**src/core/mb_defs.svh**
```systemverilog
// protocol constants shared by both ends of the serial query link
`ifndef MB_DEFS_SVH
`define MB_DEFS_SVH
`define FN_DIAG 8'h08
`define FN_WRITE_MULTI 8'h10
`define FN_EXC_FLAG 8'h80
`define EXC_BAD_FUNC 8'h01
`define EXC_BAD_ADDR 8'h02
`define EXC_BAD_VALUE 8'h03
`define STATION_BCAST 8'h00
`define SUBFN_ECHO 16'h0000
`define CRC_INIT 16'hFFFF
`define CRC_POLY 16'hA001
`define DIAG_LEN 9'h008
`define WRITE_HDR_LEN 9'h009
`define REPLY_BODY_LEN 9'h006
`define EXC_BODY_LEN 9'h003
`define MIN_FRAME_LEN 9'h004
`define POS_STATION 0
`define POS_FUNC 1
`define POS_ADDR_HI 2
`define POS_ADDR_LO 3
`define POS_CNT_HI 4
`define POS_CNT_LO 5
`define POS_BYTE_CNT 6
`define POS_DATA 7
`define CLK_PERIOD_NS 25
`define BCAST_GAP_NS 100000
`define REPLY_TIMEOUT_NS 100000
`endif

```
**src/core/mb_pkg.sv**
```systemverilog
// types and crc helper for the serial query link
`include "mb_defs.svh"
package mb_pkg;
  typedef enum logic [2:0] {
    DEV_RX = 3'h0,
    DEV_CHK = 3'h1,
    DEV_WR = 3'h3,
    DEV_TX = 3'h2
  } dev_state_type;

  typedef enum logic [2:0] {
    MST_IDLE = 3'h0,
    MST_TX = 3'h1,
    MST_RSP = 3'h3,
    MST_GAP = 3'h2
  } mst_state_type;

  // one byte through the reflected crc, lsb first
  function automatic logic [15:0] crc_byte(input logic [15:0] c, input logic [7:0] b);
    logic [15:0] r;
    r = c ^ {8'h00, b};
    for (int i = 0; i < 8; i++) begin
      r = r[0] ? ((r >> 1) ^ `CRC_POLY) : (r >> 1);
    end
    return r;
  endfunction
endpackage

```
**src/core/mb_link_if.sv**
```systemverilog
// byte-stream link between query master and drive
`timescale 1ns/1ps
interface mb_link_if;
  logic q_valid;
  logic q_ready;
  logic [7:0] q_data;
  logic q_last;
  logic q_err;
  logic r_valid;
  logic r_ready;
  logic [7:0] r_data;
  logic r_last;

  modport dev (
    input q_valid, q_data, q_last, q_err, r_ready,
    output q_ready, r_valid, r_data, r_last
  );
  modport mst (
    output q_valid, q_data, q_last, q_err, r_ready,
    input q_ready, r_valid, r_data, r_last
  );
endinterface

```
**src/core/mb_drive_end.sv**
```systemverilog
// drive end: diagnostics echo and multi-register write handling
`timescale 1ns/1ps
`include "mb_defs.svh"
module mb_drive_end #(
  parameter int MAX_FRAME = 256,
  parameter int IW = 9
) (
  input wire logic ref_clk, // 40 MHz clock
  input wire logic sys_rst, // async reset, active high
  mb_link_if.dev link, // link to the master
  input wire logic [7:0] station_id, // own station number
  output logic wr_valid, // holding register write strobe
  output logic [15:0] wr_addr, // holding register address
  output logic [15:0] wr_data, // holding register value
  input wire logic wr_accept, // register took the write
  output logic busy // query being processed
);
  mb_pkg::dev_state_type state_reg;
  logic [7:0] mem [MAX_FRAME];
  logic [IW-1:0] len_reg;
  logic [IW-1:0] idx_reg;
  logic [IW-1:0] tx_len_reg;
  logic [15:0] crc_reg;
  logic err_reg;
  logic any_ok_reg;
  logic any_ok;
  logic [15:0] wcnt_reg;
  logic [7:0] exc_code;
  logic do_exc;
  logic do_echo;
  logic do_write;
  logic bcast;
  logic drop;
  logic [15:0] start_addr;
  logic [15:0] reg_cnt;
  logic [7:0] byte_cnt;
  logic [IW-1:0] wpos;
  logic tx_step;
  logic [7:0] tx_byte;

  assign bcast = mem[`POS_STATION] == `STATION_BCAST;
  assign start_addr = {mem[`POS_ADDR_HI], mem[`POS_ADDR_LO]};
  assign reg_cnt = {mem[`POS_CNT_HI], mem[`POS_CNT_LO]};
  assign byte_cnt = mem[`POS_BYTE_CNT];
  assign wpos = IW'(`POS_DATA) + {idx_reg[IW-2:0], 1'b0};
  assign link.q_ready = state_reg == mb_pkg::DEV_RX;
  assign busy = state_reg != mb_pkg::DEV_RX;
  assign tx_step = !link.r_valid || link.r_ready;
  // the last register's acceptance arrives in the very cycle of the verdict
  assign any_ok = any_ok_reg || (wr_valid && wr_accept);

  // verdict on a complete frame, taken when the crc walk ends
  always_comb begin
    drop = err_reg || len_reg < `MIN_FRAME_LEN || crc_reg != 16'h0000;
    if (!bcast && mem[`POS_STATION] != station_id) begin
      drop = 1'b1;
    end
    if (bcast && mem[`POS_FUNC] != `FN_WRITE_MULTI) begin
      drop = 1'b1;
    end
    do_exc = 1'b0;
    do_echo = 1'b0;
    do_write = 1'b0;
    exc_code = `EXC_BAD_VALUE;
    case (mem[`POS_FUNC])
      `FN_DIAG: begin
        if (len_reg != `DIAG_LEN || {mem[`POS_ADDR_HI], mem[`POS_ADDR_LO]} != `SUBFN_ECHO) begin
          do_exc = 1'b1;
        end else begin
          do_echo = 1'b1;
        end
      end
      `FN_WRITE_MULTI: begin
        // full-width compare so a huge count cannot alias a small byte count
        if (reg_cnt == 16'h0000 || {9'h000, byte_cnt} != {reg_cnt, 1'b0}
            || len_reg != `WRITE_HDR_LEN + IW'(byte_cnt)) begin
          do_exc = 1'b1;
        end else begin
          do_write = 1'b1;
        end
      end
      default: begin
        do_exc = 1'b1;
        exc_code = `EXC_BAD_FUNC;
      end
    endcase
  end

  always_comb begin
    if (idx_reg < tx_len_reg) begin
      tx_byte = mem[idx_reg[IW-2:0]];
    end else if (idx_reg == tx_len_reg) begin
      tx_byte = crc_reg[7:0];
    end else begin
      tx_byte = crc_reg[15:8];
    end
  end

  // sequencing
  always_ff @(posedge ref_clk or posedge sys_rst) begin
    if (sys_rst) begin
      state_reg <= mb_pkg::DEV_RX;
    end else begin
      case (state_reg)
        mb_pkg::DEV_RX: begin
          if (link.q_valid && link.q_last) begin
            state_reg <= mb_pkg::DEV_CHK;
          end
        end
        mb_pkg::DEV_CHK: begin
          if (idx_reg == len_reg) begin
            if (drop || (bcast && !do_write)) begin
              state_reg <= mb_pkg::DEV_RX;
            end else if (do_write) begin
              state_reg <= mb_pkg::DEV_WR;
            end else begin
              state_reg <= mb_pkg::DEV_TX;
            end
          end
        end
        mb_pkg::DEV_WR: begin
          if (wcnt_reg == reg_cnt) begin
            // no answer at all to a broadcast
            state_reg <= bcast ? mb_pkg::DEV_RX : mb_pkg::DEV_TX;
          end
        end
        mb_pkg::DEV_TX: begin
          if (link.r_valid && link.r_ready && link.r_last) begin
            state_reg <= mb_pkg::DEV_RX;
          end
        end
        default: state_reg <= mb_pkg::DEV_RX;
      endcase
    end
  end

  // frame storage; replies are built in place over the query
  always_ff @(posedge ref_clk) begin
    if (state_reg == mb_pkg::DEV_RX && link.q_valid && len_reg < IW'(MAX_FRAME)) begin
      mem[len_reg[IW-2:0]] <= link.q_data;
    end else if (state_reg == mb_pkg::DEV_CHK && idx_reg == len_reg && do_exc) begin
      mem[`POS_FUNC] <= mem[`POS_FUNC] | `FN_EXC_FLAG;
      mem[`POS_FUNC + 1] <= exc_code;
    end else if (state_reg == mb_pkg::DEV_WR && wcnt_reg == reg_cnt && !any_ok) begin
      mem[`POS_FUNC] <= mem[`POS_FUNC] | `FN_EXC_FLAG;
      mem[`POS_FUNC + 1] <= `EXC_BAD_ADDR;
    end
  end

  always_ff @(posedge ref_clk or posedge sys_rst) begin
    if (sys_rst) begin
      len_reg <= '0;
      err_reg <= 1'b0;
    end else if (state_reg == mb_pkg::DEV_RX && link.q_valid) begin
      len_reg <= link.q_last ? len_reg : len_reg + 1'b1;
      // oversize frames are treated like a line error
      err_reg <= err_reg || link.q_err || len_reg >= IW'(MAX_FRAME);
      if (link.q_last) begin
        len_reg <= len_reg + 1'b1;
      end
    end else if (state_reg == mb_pkg::DEV_CHK && idx_reg == len_reg) begin
      len_reg <= '0;
      err_reg <= 1'b0;
    end
  end

  // crc walk, write data pointer and transmit pointer share idx_reg
  always_ff @(posedge ref_clk or posedge sys_rst) begin
    if (sys_rst) begin
      idx_reg <= '0;
      crc_reg <= `CRC_INIT;
      tx_len_reg <= '0;
    end else begin
      case (state_reg)
        mb_pkg::DEV_RX: begin
          idx_reg <= '0;
          crc_reg <= `CRC_INIT;
        end
        mb_pkg::DEV_CHK: begin
          if (idx_reg == len_reg) begin
            idx_reg <= '0;
            crc_reg <= `CRC_INIT;
            tx_len_reg <= do_exc ? `EXC_BODY_LEN : `REPLY_BODY_LEN;
          end else begin
            idx_reg <= idx_reg + 1'b1;
            crc_reg <= mb_pkg::crc_byte(crc_reg, mem[idx_reg[IW-2:0]]);
          end
        end
        mb_pkg::DEV_WR: begin
          if (wcnt_reg == reg_cnt) begin
            idx_reg <= '0;
            tx_len_reg <= any_ok ? `REPLY_BODY_LEN : `EXC_BODY_LEN;
          end else begin
            idx_reg <= idx_reg + 1'b1;
          end
        end
        mb_pkg::DEV_TX: begin
          if (tx_step && idx_reg <= tx_len_reg + 1'b1) begin
            idx_reg <= idx_reg + 1'b1;
            if (idx_reg < tx_len_reg) begin
              crc_reg <= mb_pkg::crc_byte(crc_reg, tx_byte);
            end
          end
        end
        default: idx_reg <= '0;
      endcase
    end
  end

  // one register per cycle; the register side reports acceptance
  always_ff @(posedge ref_clk or posedge sys_rst) begin
    if (sys_rst) begin
      wr_valid <= 1'b0;
      wr_addr <= 16'h0000;
      wr_data <= 16'h0000;
      wcnt_reg <= 16'h0000;
      any_ok_reg <= 1'b0;
    end else begin
      if (state_reg == mb_pkg::DEV_WR && wcnt_reg != reg_cnt) begin
        wr_valid <= 1'b1;
        wr_addr <= start_addr + wcnt_reg;
        wr_data <= {mem[wpos[IW-2:0]], mem[wpos[IW-2:0] + 1'b1]};
        wcnt_reg <= wcnt_reg + 1'b1;
      end else begin
        wr_valid <= 1'b0;
        if (state_reg != mb_pkg::DEV_WR) begin
          wcnt_reg <= 16'h0000;
          any_ok_reg <= 1'b0;
        end
      end
      if (wr_valid && wr_accept) begin
        any_ok_reg <= 1'b1;
      end
    end
  end

  // the register side refuses block writes to single-write registers

  always_ff @(posedge ref_clk or posedge sys_rst) begin
    if (sys_rst) begin
      link.r_valid <= 1'b0;
      link.r_data <= 8'h00;
      link.r_last <= 1'b0;
    end else if (state_reg == mb_pkg::DEV_TX && tx_step) begin
      link.r_valid <= idx_reg <= tx_len_reg + 1'b1;
      link.r_data <= tx_byte;
      link.r_last <= idx_reg == tx_len_reg + 1'b1;
    end else if (state_reg != mb_pkg::DEV_TX) begin
      link.r_valid <= 1'b0;
      link.r_last <= 1'b0;
    end
  end
endmodule

```
**src/flat_wrapper.sv**
```systemverilog
// flat-port wrapper written by rule: the top's interface ports become plain ports
module mb_drive_end_flat 
#(
  parameter int MAX_FRAME = 256,
  parameter int IW = 9
)
  (ref_clk, sys_rst, station_id, wr_valid, wr_addr, wr_data, wr_accept, busy, link_q_valid, link_q_data, link_q_last, link_q_err, link_r_ready, link_q_ready, link_r_valid, link_r_data, link_r_last);
  mb_link_if link_i ();
  input wire logic ref_clk;
  input wire logic sys_rst;
  input wire logic [7:0] station_id;
  output logic wr_valid;
  output logic [15:0] wr_addr;
  output logic [15:0] wr_data;
  input wire logic wr_accept;
  output logic busy;
  input wire logic [$bits(link_i.q_valid)-1:0] link_q_valid;
  input wire logic [$bits(link_i.q_data)-1:0] link_q_data;
  input wire logic [$bits(link_i.q_last)-1:0] link_q_last;
  input wire logic [$bits(link_i.q_err)-1:0] link_q_err;
  input wire logic [$bits(link_i.r_ready)-1:0] link_r_ready;
  output wire logic [$bits(link_i.q_ready)-1:0] link_q_ready;
  output wire logic [$bits(link_i.r_valid)-1:0] link_r_valid;
  output wire logic [$bits(link_i.r_data)-1:0] link_r_data;
  output wire logic [$bits(link_i.r_last)-1:0] link_r_last;
  assign link_i.q_valid = link_q_valid;
  assign link_i.q_data = link_q_data;
  assign link_i.q_last = link_q_last;
  assign link_i.q_err = link_q_err;
  assign link_i.r_ready = link_r_ready;
  assign link_q_ready = link_i.q_ready;
  assign link_r_valid = link_i.r_valid;
  assign link_r_data = link_i.r_data;
  assign link_r_last = link_i.r_last;
  mb_drive_end #(.MAX_FRAME(MAX_FRAME), .IW(IW)) u_core (.ref_clk(ref_clk), .sys_rst(sys_rst), .link(link_i), .station_id(station_id), .wr_valid(wr_valid), .wr_addr(wr_addr), .wr_data(wr_data), .wr_accept(wr_accept), .busy(busy));
endmodule
```
**config.mk**
```make
export PLATFORM = sky130hd
export DESIGN_NAME = mb_drive_end_flat
export DESIGN_NICKNAME = d
export VERILOG_FILES = /design/src/core/mb_pkg.sv /design/src/core/mb_link_if.sv /design/src/core/mb_drive_end.sv /design/src/flat_wrapper.sv
export VERILOG_INCLUDE_DIRS = /design/src /design/src/core
export SDC_FILE = /design/constraint.sdc
export NUM_CORES = 2
export LEC_CHECK = 0
export BUFFER_PORTS_ARGS = -buffer_cell sky130_fd_sc_hd__buf_2
export CORE_MARGIN = 1.5
export CORE_UTILIZATION = 45
export DETAILED_ROUTE_END_ITERATION = 6
export SYNTH_ARGS = -nofsm -noshare
export SYNTH_HDL_FRONTEND = slang
export SYNTH_SLANG_ARGS = --single-unit
```
**constraint.sdc**
```tcl
create_clock -name ref_clk -period 8.1 [get_ports ref_clk]
set_input_delay 1.62 -clock ref_clk [delete_from_list [all_inputs] [get_ports ref_clk]]
set_output_delay 1.62 -clock ref_clk [all_outputs]
set_load 0.005 [all_outputs]
```
==> summary.log <==
INFO  global_routing first_global_vias=61000
INFO  critical_path  timing.critical_path.depth=14
INFO  clock_network  tritoncts_num_sinks=2148
INFO  final_layout   area.growth.synth_to_final=11.7%
INFO  critical_path  rr_startpoint=u_core.idx_reg[1]$_DFFE_PP0P_
INFO  critical_path  worst_setup_path_start=u_core.idx_reg[1]$_DFFE_PP0P_
INFO  place          placed_cells_incl_taps=8416
INFO  sta            timing.slew.headroom=-0.0244
INFO  global_routing gr-total-overflow=0
INFO  sta            period_share=0.948
INFO  global_routing grt_start_max_net_pins=151
INFO  yosys          ys_async_sr_fraction=0.0466
INFO  floorplan      pin_count=68
INFO  final_layout   num-nets-final=5691
INFO  drt            drc_errors=1
INFO  critical_path  worst_ep_arrival_time=8.53ns
INFO  sta            timing.fmax=0.130GHz
INFO  drt            drt-initial-drc-count=11000
INFO  clock_network  insertion_delay=0.93ns
INFO  drt            antenna_violating_nets_post_route=0
INFO  critical_path  reg2regPathDepth=14
INFO  clock_network  cts.repair.resized=0
INFO  yosys          synthFlopType=edfxtp_1
INFO  clock_network  postCtsHoldBufs=0
INFO  clock_network  cts.repair_timing.setup_buffer_count=0
INFO  critical_path  worst_setup_path_endpoint=u_core.crc_reg[0]$_DFFE_PP1P_
INFO  status         status=finished with violations
INFO  drt            post_drt_via_cell_ratio=7.24
INFO  critical_path  crit-reg2reg-capture=u_core.crc_reg[0]$_DFFE_PP1P_
INFO  floorplan      die_width=481microns
INFO  power          max-vdd-ir-drop=186uV
INFO  floorplan      initial_utilization=0.452
INFO  yosys          synth_fp_nets=5542
INFO  final_layout   largest_register_ffs=2048
INFO  power          power.leakage=0.0350uW
INFO  sta            period_needed=7.68ns
INFO  critical_path  end_kind=flop
INFO  clock_network  cts-root-to-sink-buffers=3
INFO  floorplan      core_area=227000squm
INFO  yosys          flip_flop_and_latch_count_after_synthesis=2148
INFO  sta            hold_viol=0
INFO  yosys          average_footprint_of_a_synthesized_cell=18.8squm
INFO  status         failed_checks=DRC, capacitance limit, slew limit
INFO  sta            final-setup-viol-count=0
INFO  worst_hold_path timing.hold.worst.class=flop to flop
INFO  final_layout   registers.top_by_ff_count=u_core.mem
INFO  sta            max_slew.worst_pin.slew=1.53ns
INFO  clock_network  cts.clk_slew.worst_paths=0.06ns
INFO  sta            rsz0062_at_grt=no
INFO  critical_path  cp_cell_sequence=buf_12 > buf_4 > mux4_2 > nand2_1 > and4_1 > a2111oi_2 > nor3b_1 > o32ai_1 > xor2_1 > xnor2_1 > xnor2_1 > xor3_1 > a221oi_2 > nor2_2
INFO  critical_path  library_cell_appearing_most_often_on_the_critical_path=xnor2_1
INFO  final_layout   filler_cell_count=18200
INFO  drt            dr_total_vias=64000
INFO  sta            hold_ws=0.474ns
INFO  yosys          synthesis.yosys.warnings=0
INFO  place          port_buffers=67
INFO  critical_path  number_of_buffers_and_inverters_on_the_critical_path=2
INFO  yosys          post_synth_inst_count=5483
INFO  global_routing grtUsageTotal=0.326
INFO  critical_path  timing.setup.critical_path_class=flop to flop
INFO  sta            fin_setup_tns=0ns
INFO  clock_network  cts_inserted_buffers=223
INFO  floorplan      die_h=481microns
INFO  yosys          synth_edf_count=2042
INFO  final_layout   finish.cell_count_without_fillers=8840
INFO  critical_path  regToRegSetupSlack=0.42ns
INFO  drt            avgRoutedWirePerCell=42.9microns
INFO  yosys          yosysSeqAreaShare=0.621
INFO  power          powerDensity=198nW/um^2
INFO  clock_network  clock_tree_from_tritoncts=yes
INFO  clock_network  htree_levels=4
INFO  sta            report.final.slew_viol_count=3
INFO  floorplan      num_rows=175
INFO  flow_run       maxCapViolCount=1
INFO  critical_path  critical_path.top_delay_family=compound AO/OA/AOI/OAI gates
INFO  critical_path  slowest_stage=nor3b_1
INFO  floorplan      die_footprint=232000squm
INFO  yosys          synthDistinctLibCells=85
INFO  drt            route.final.wire_length=379000microns
INFO  global_routing antenna_violations_before_repair=32
INFO  drt            drt_pre_antenna_iters=7
INFO  critical_path  crit_path_required_time=8.95ns
INFO  critical_path  crit_path_max_fanout=45
INFO  sta            timing.clock.skew=0.0789ns
INFO  critical_path  critical_path.max_stage_delay=1.28ns
INFO  place          gp_congestion=0.995
INFO  clock_network  clock-root-buffer=clkbuf_16
INFO  final_layout   proportion_of_layout_cells_with_a_drive_suffix_above_1=0.326
INFO  critical_path  critPathLaunchType=flop
INFO  yosys          netlist_area=103000squm
INFO  place          place.detailed.hpwl=253000microns
INFO  global_routing grt_first_pass_wirelength=516000microns
==> area by class of cell <==
cell class              instances  area (sq um)  area share
inverters                      39           155     0.00135
multi-input cells            2875         36900       0.321
clock buffers                 287          5890      0.0512
well taps                    3009          3760      0.0327
flip-flops and latches       2148         64000       0.556
diodes                         14          35.0    0.000305
repair buffers                345          2860      0.0249
clock inverters               123          1410      0.0122
==> report_power, final <==
part	total [uW]	internal (uW)	switching, uW
Clock	10400	5930	4510
Combinational	203	19.7	184
Sequential	12200	12200	0
==> how the worst min path moves through the flow <==
stage | startpoint | endpoint | cells after the start
final | u_core.link.r_data[0]$_DFFE_PP0P_ | u_core.link.r_data[0]$_DFFE_PP0P_ | 1
after global routing | u_core.wr_data[4]$_DFFE_PP0P_ | u_core.wr_data[4]$_DFFE_PP0P_ | 2
after CTS | u_core.link.r_data[0]$_DFFE_PP0P_ | u_core.link.r_data[0]$_DFFE_PP0P_ | 1
after detailed placement | u_core.link.r_data[0]$_DFFE_PP0P_ | u_core.link.r_data[0]$_DFFE_PP0P_ | 1
after global placement | u_core.wr_addr[3]$_DFFE_PP0P_ | u_core.wr_addr[3]$_DFFE_PP0P_ | 2
after floorplan | u_core.wr_addr[15]$_DFFE_PP0P_ | u_core.wr_addr[15]$_DFFE_PP0P_ | 2
==> synth_stat cells, types with 44 or more instances <==
| master | instances | area share |
|---|---|---|
| edfxtp_1 | 2042 | 0.60 |
| nand2_1 | 162 | 0.0059 |
| xor2_1 | 63 | 0.0054 |
| a211oi_1 | 46 | 0.0034 |
| a22oi_1 | 92 | 0.0067 |
| xnor2_1 | 55 | 0.0047 |
| o21ai_0 | 95 | 0.0046 |
| mux4_2 | 1115 | 0.24 |
| mux2i_1 | 207 | 0.020 |
| clkbuf_1 | 198 | 0.0072 |
| nor3_1 | 44 | 0.0021 |
| nand3_1 | 47 | 0.0023 |
| buf_2 | 117 | 0.0057 |
| a21oi_1 | 105 | 0.0051 |
| dfrtp_1 | 84 | 0.020 |
| nor2_1 | 375 | 0.014 |
==> per-stage QoR <==
step	power, uW	util	instance area, sq um	setup slack, ns
final	22800	0.506	115000	0.420
after global routing	23200	0.506	115000	0.367
after CTS	22900	0.505	115000	1.02
after detailed placement	12600	0.473	108000	1.03
after global placement	12600	0.473	108000	0.988
after floorplan	12500	-	103000	2.26
==> placed cells by master (no fill, tap or decap), drive strengths merged, types with 35 or more instances in the layout <==
cell type  instances
clkinv            83
edfxtp          2042
nand3             47
nor3              44
clkbuf           287
mux4            1115
buf              345
inv               47
mux2i            207
xnor2             57
nand2            162
o221ai            38
dfrtp             84
a211oi            46
nor2b             35
a21oi            106
nor2             376
o22ai             35
xor2              63
a22oi             93
ha                35
o21ai            100
==> worst register-to-register path, cell delays in order, from the launching register on <==
cell       delay, ns
dfrtp_4         1.17
buf_12          0.46
buf_4           0.59
mux4_2          0.35
nand2_1         0.10
and4_1          0.35
a2111oi_2       0.79
nor3b_1         1.29
o32ai_1         0.74
xor2_1          0.57
xnor2_1         0.18
xnor2_1         0.34
xor3_1          0.31
a221oi_2        0.32
nor2_2          0.05
==> routing by layer <==
| metal | up-vias | wire length, microns | track usage |
|---|---|---|---|
| met5 | - | 308 | 0.000414 |
| met4 | 36 | 25400 | 0.185 |
| met3 | 968 | 50000 | 0.0999 |
| met2 | 5155 | 166000 | 0.470 |
| met1 | 34200 | 138000 | 0.442 |
| li1 | 23600 | - | - |
==> kinds of logic (layout without fill, tap and decap cells) <==
kind of cell	count (synthesis)	after routing	synth area share
DFF	2148	2148	0.621
AOI/OAI and AO/OA	559	559	0.0371
and+or+nand+nor	804	804	0.0352
muxes	1353	1353	0.267
buffers and inverters	460	794	0.0234
adders and majority gates	36	36	0.00445
xor gates and xnor gates	123	123	0.0110
other	0	14	0
Note: power is estimated with default switching activity, not from simulation.
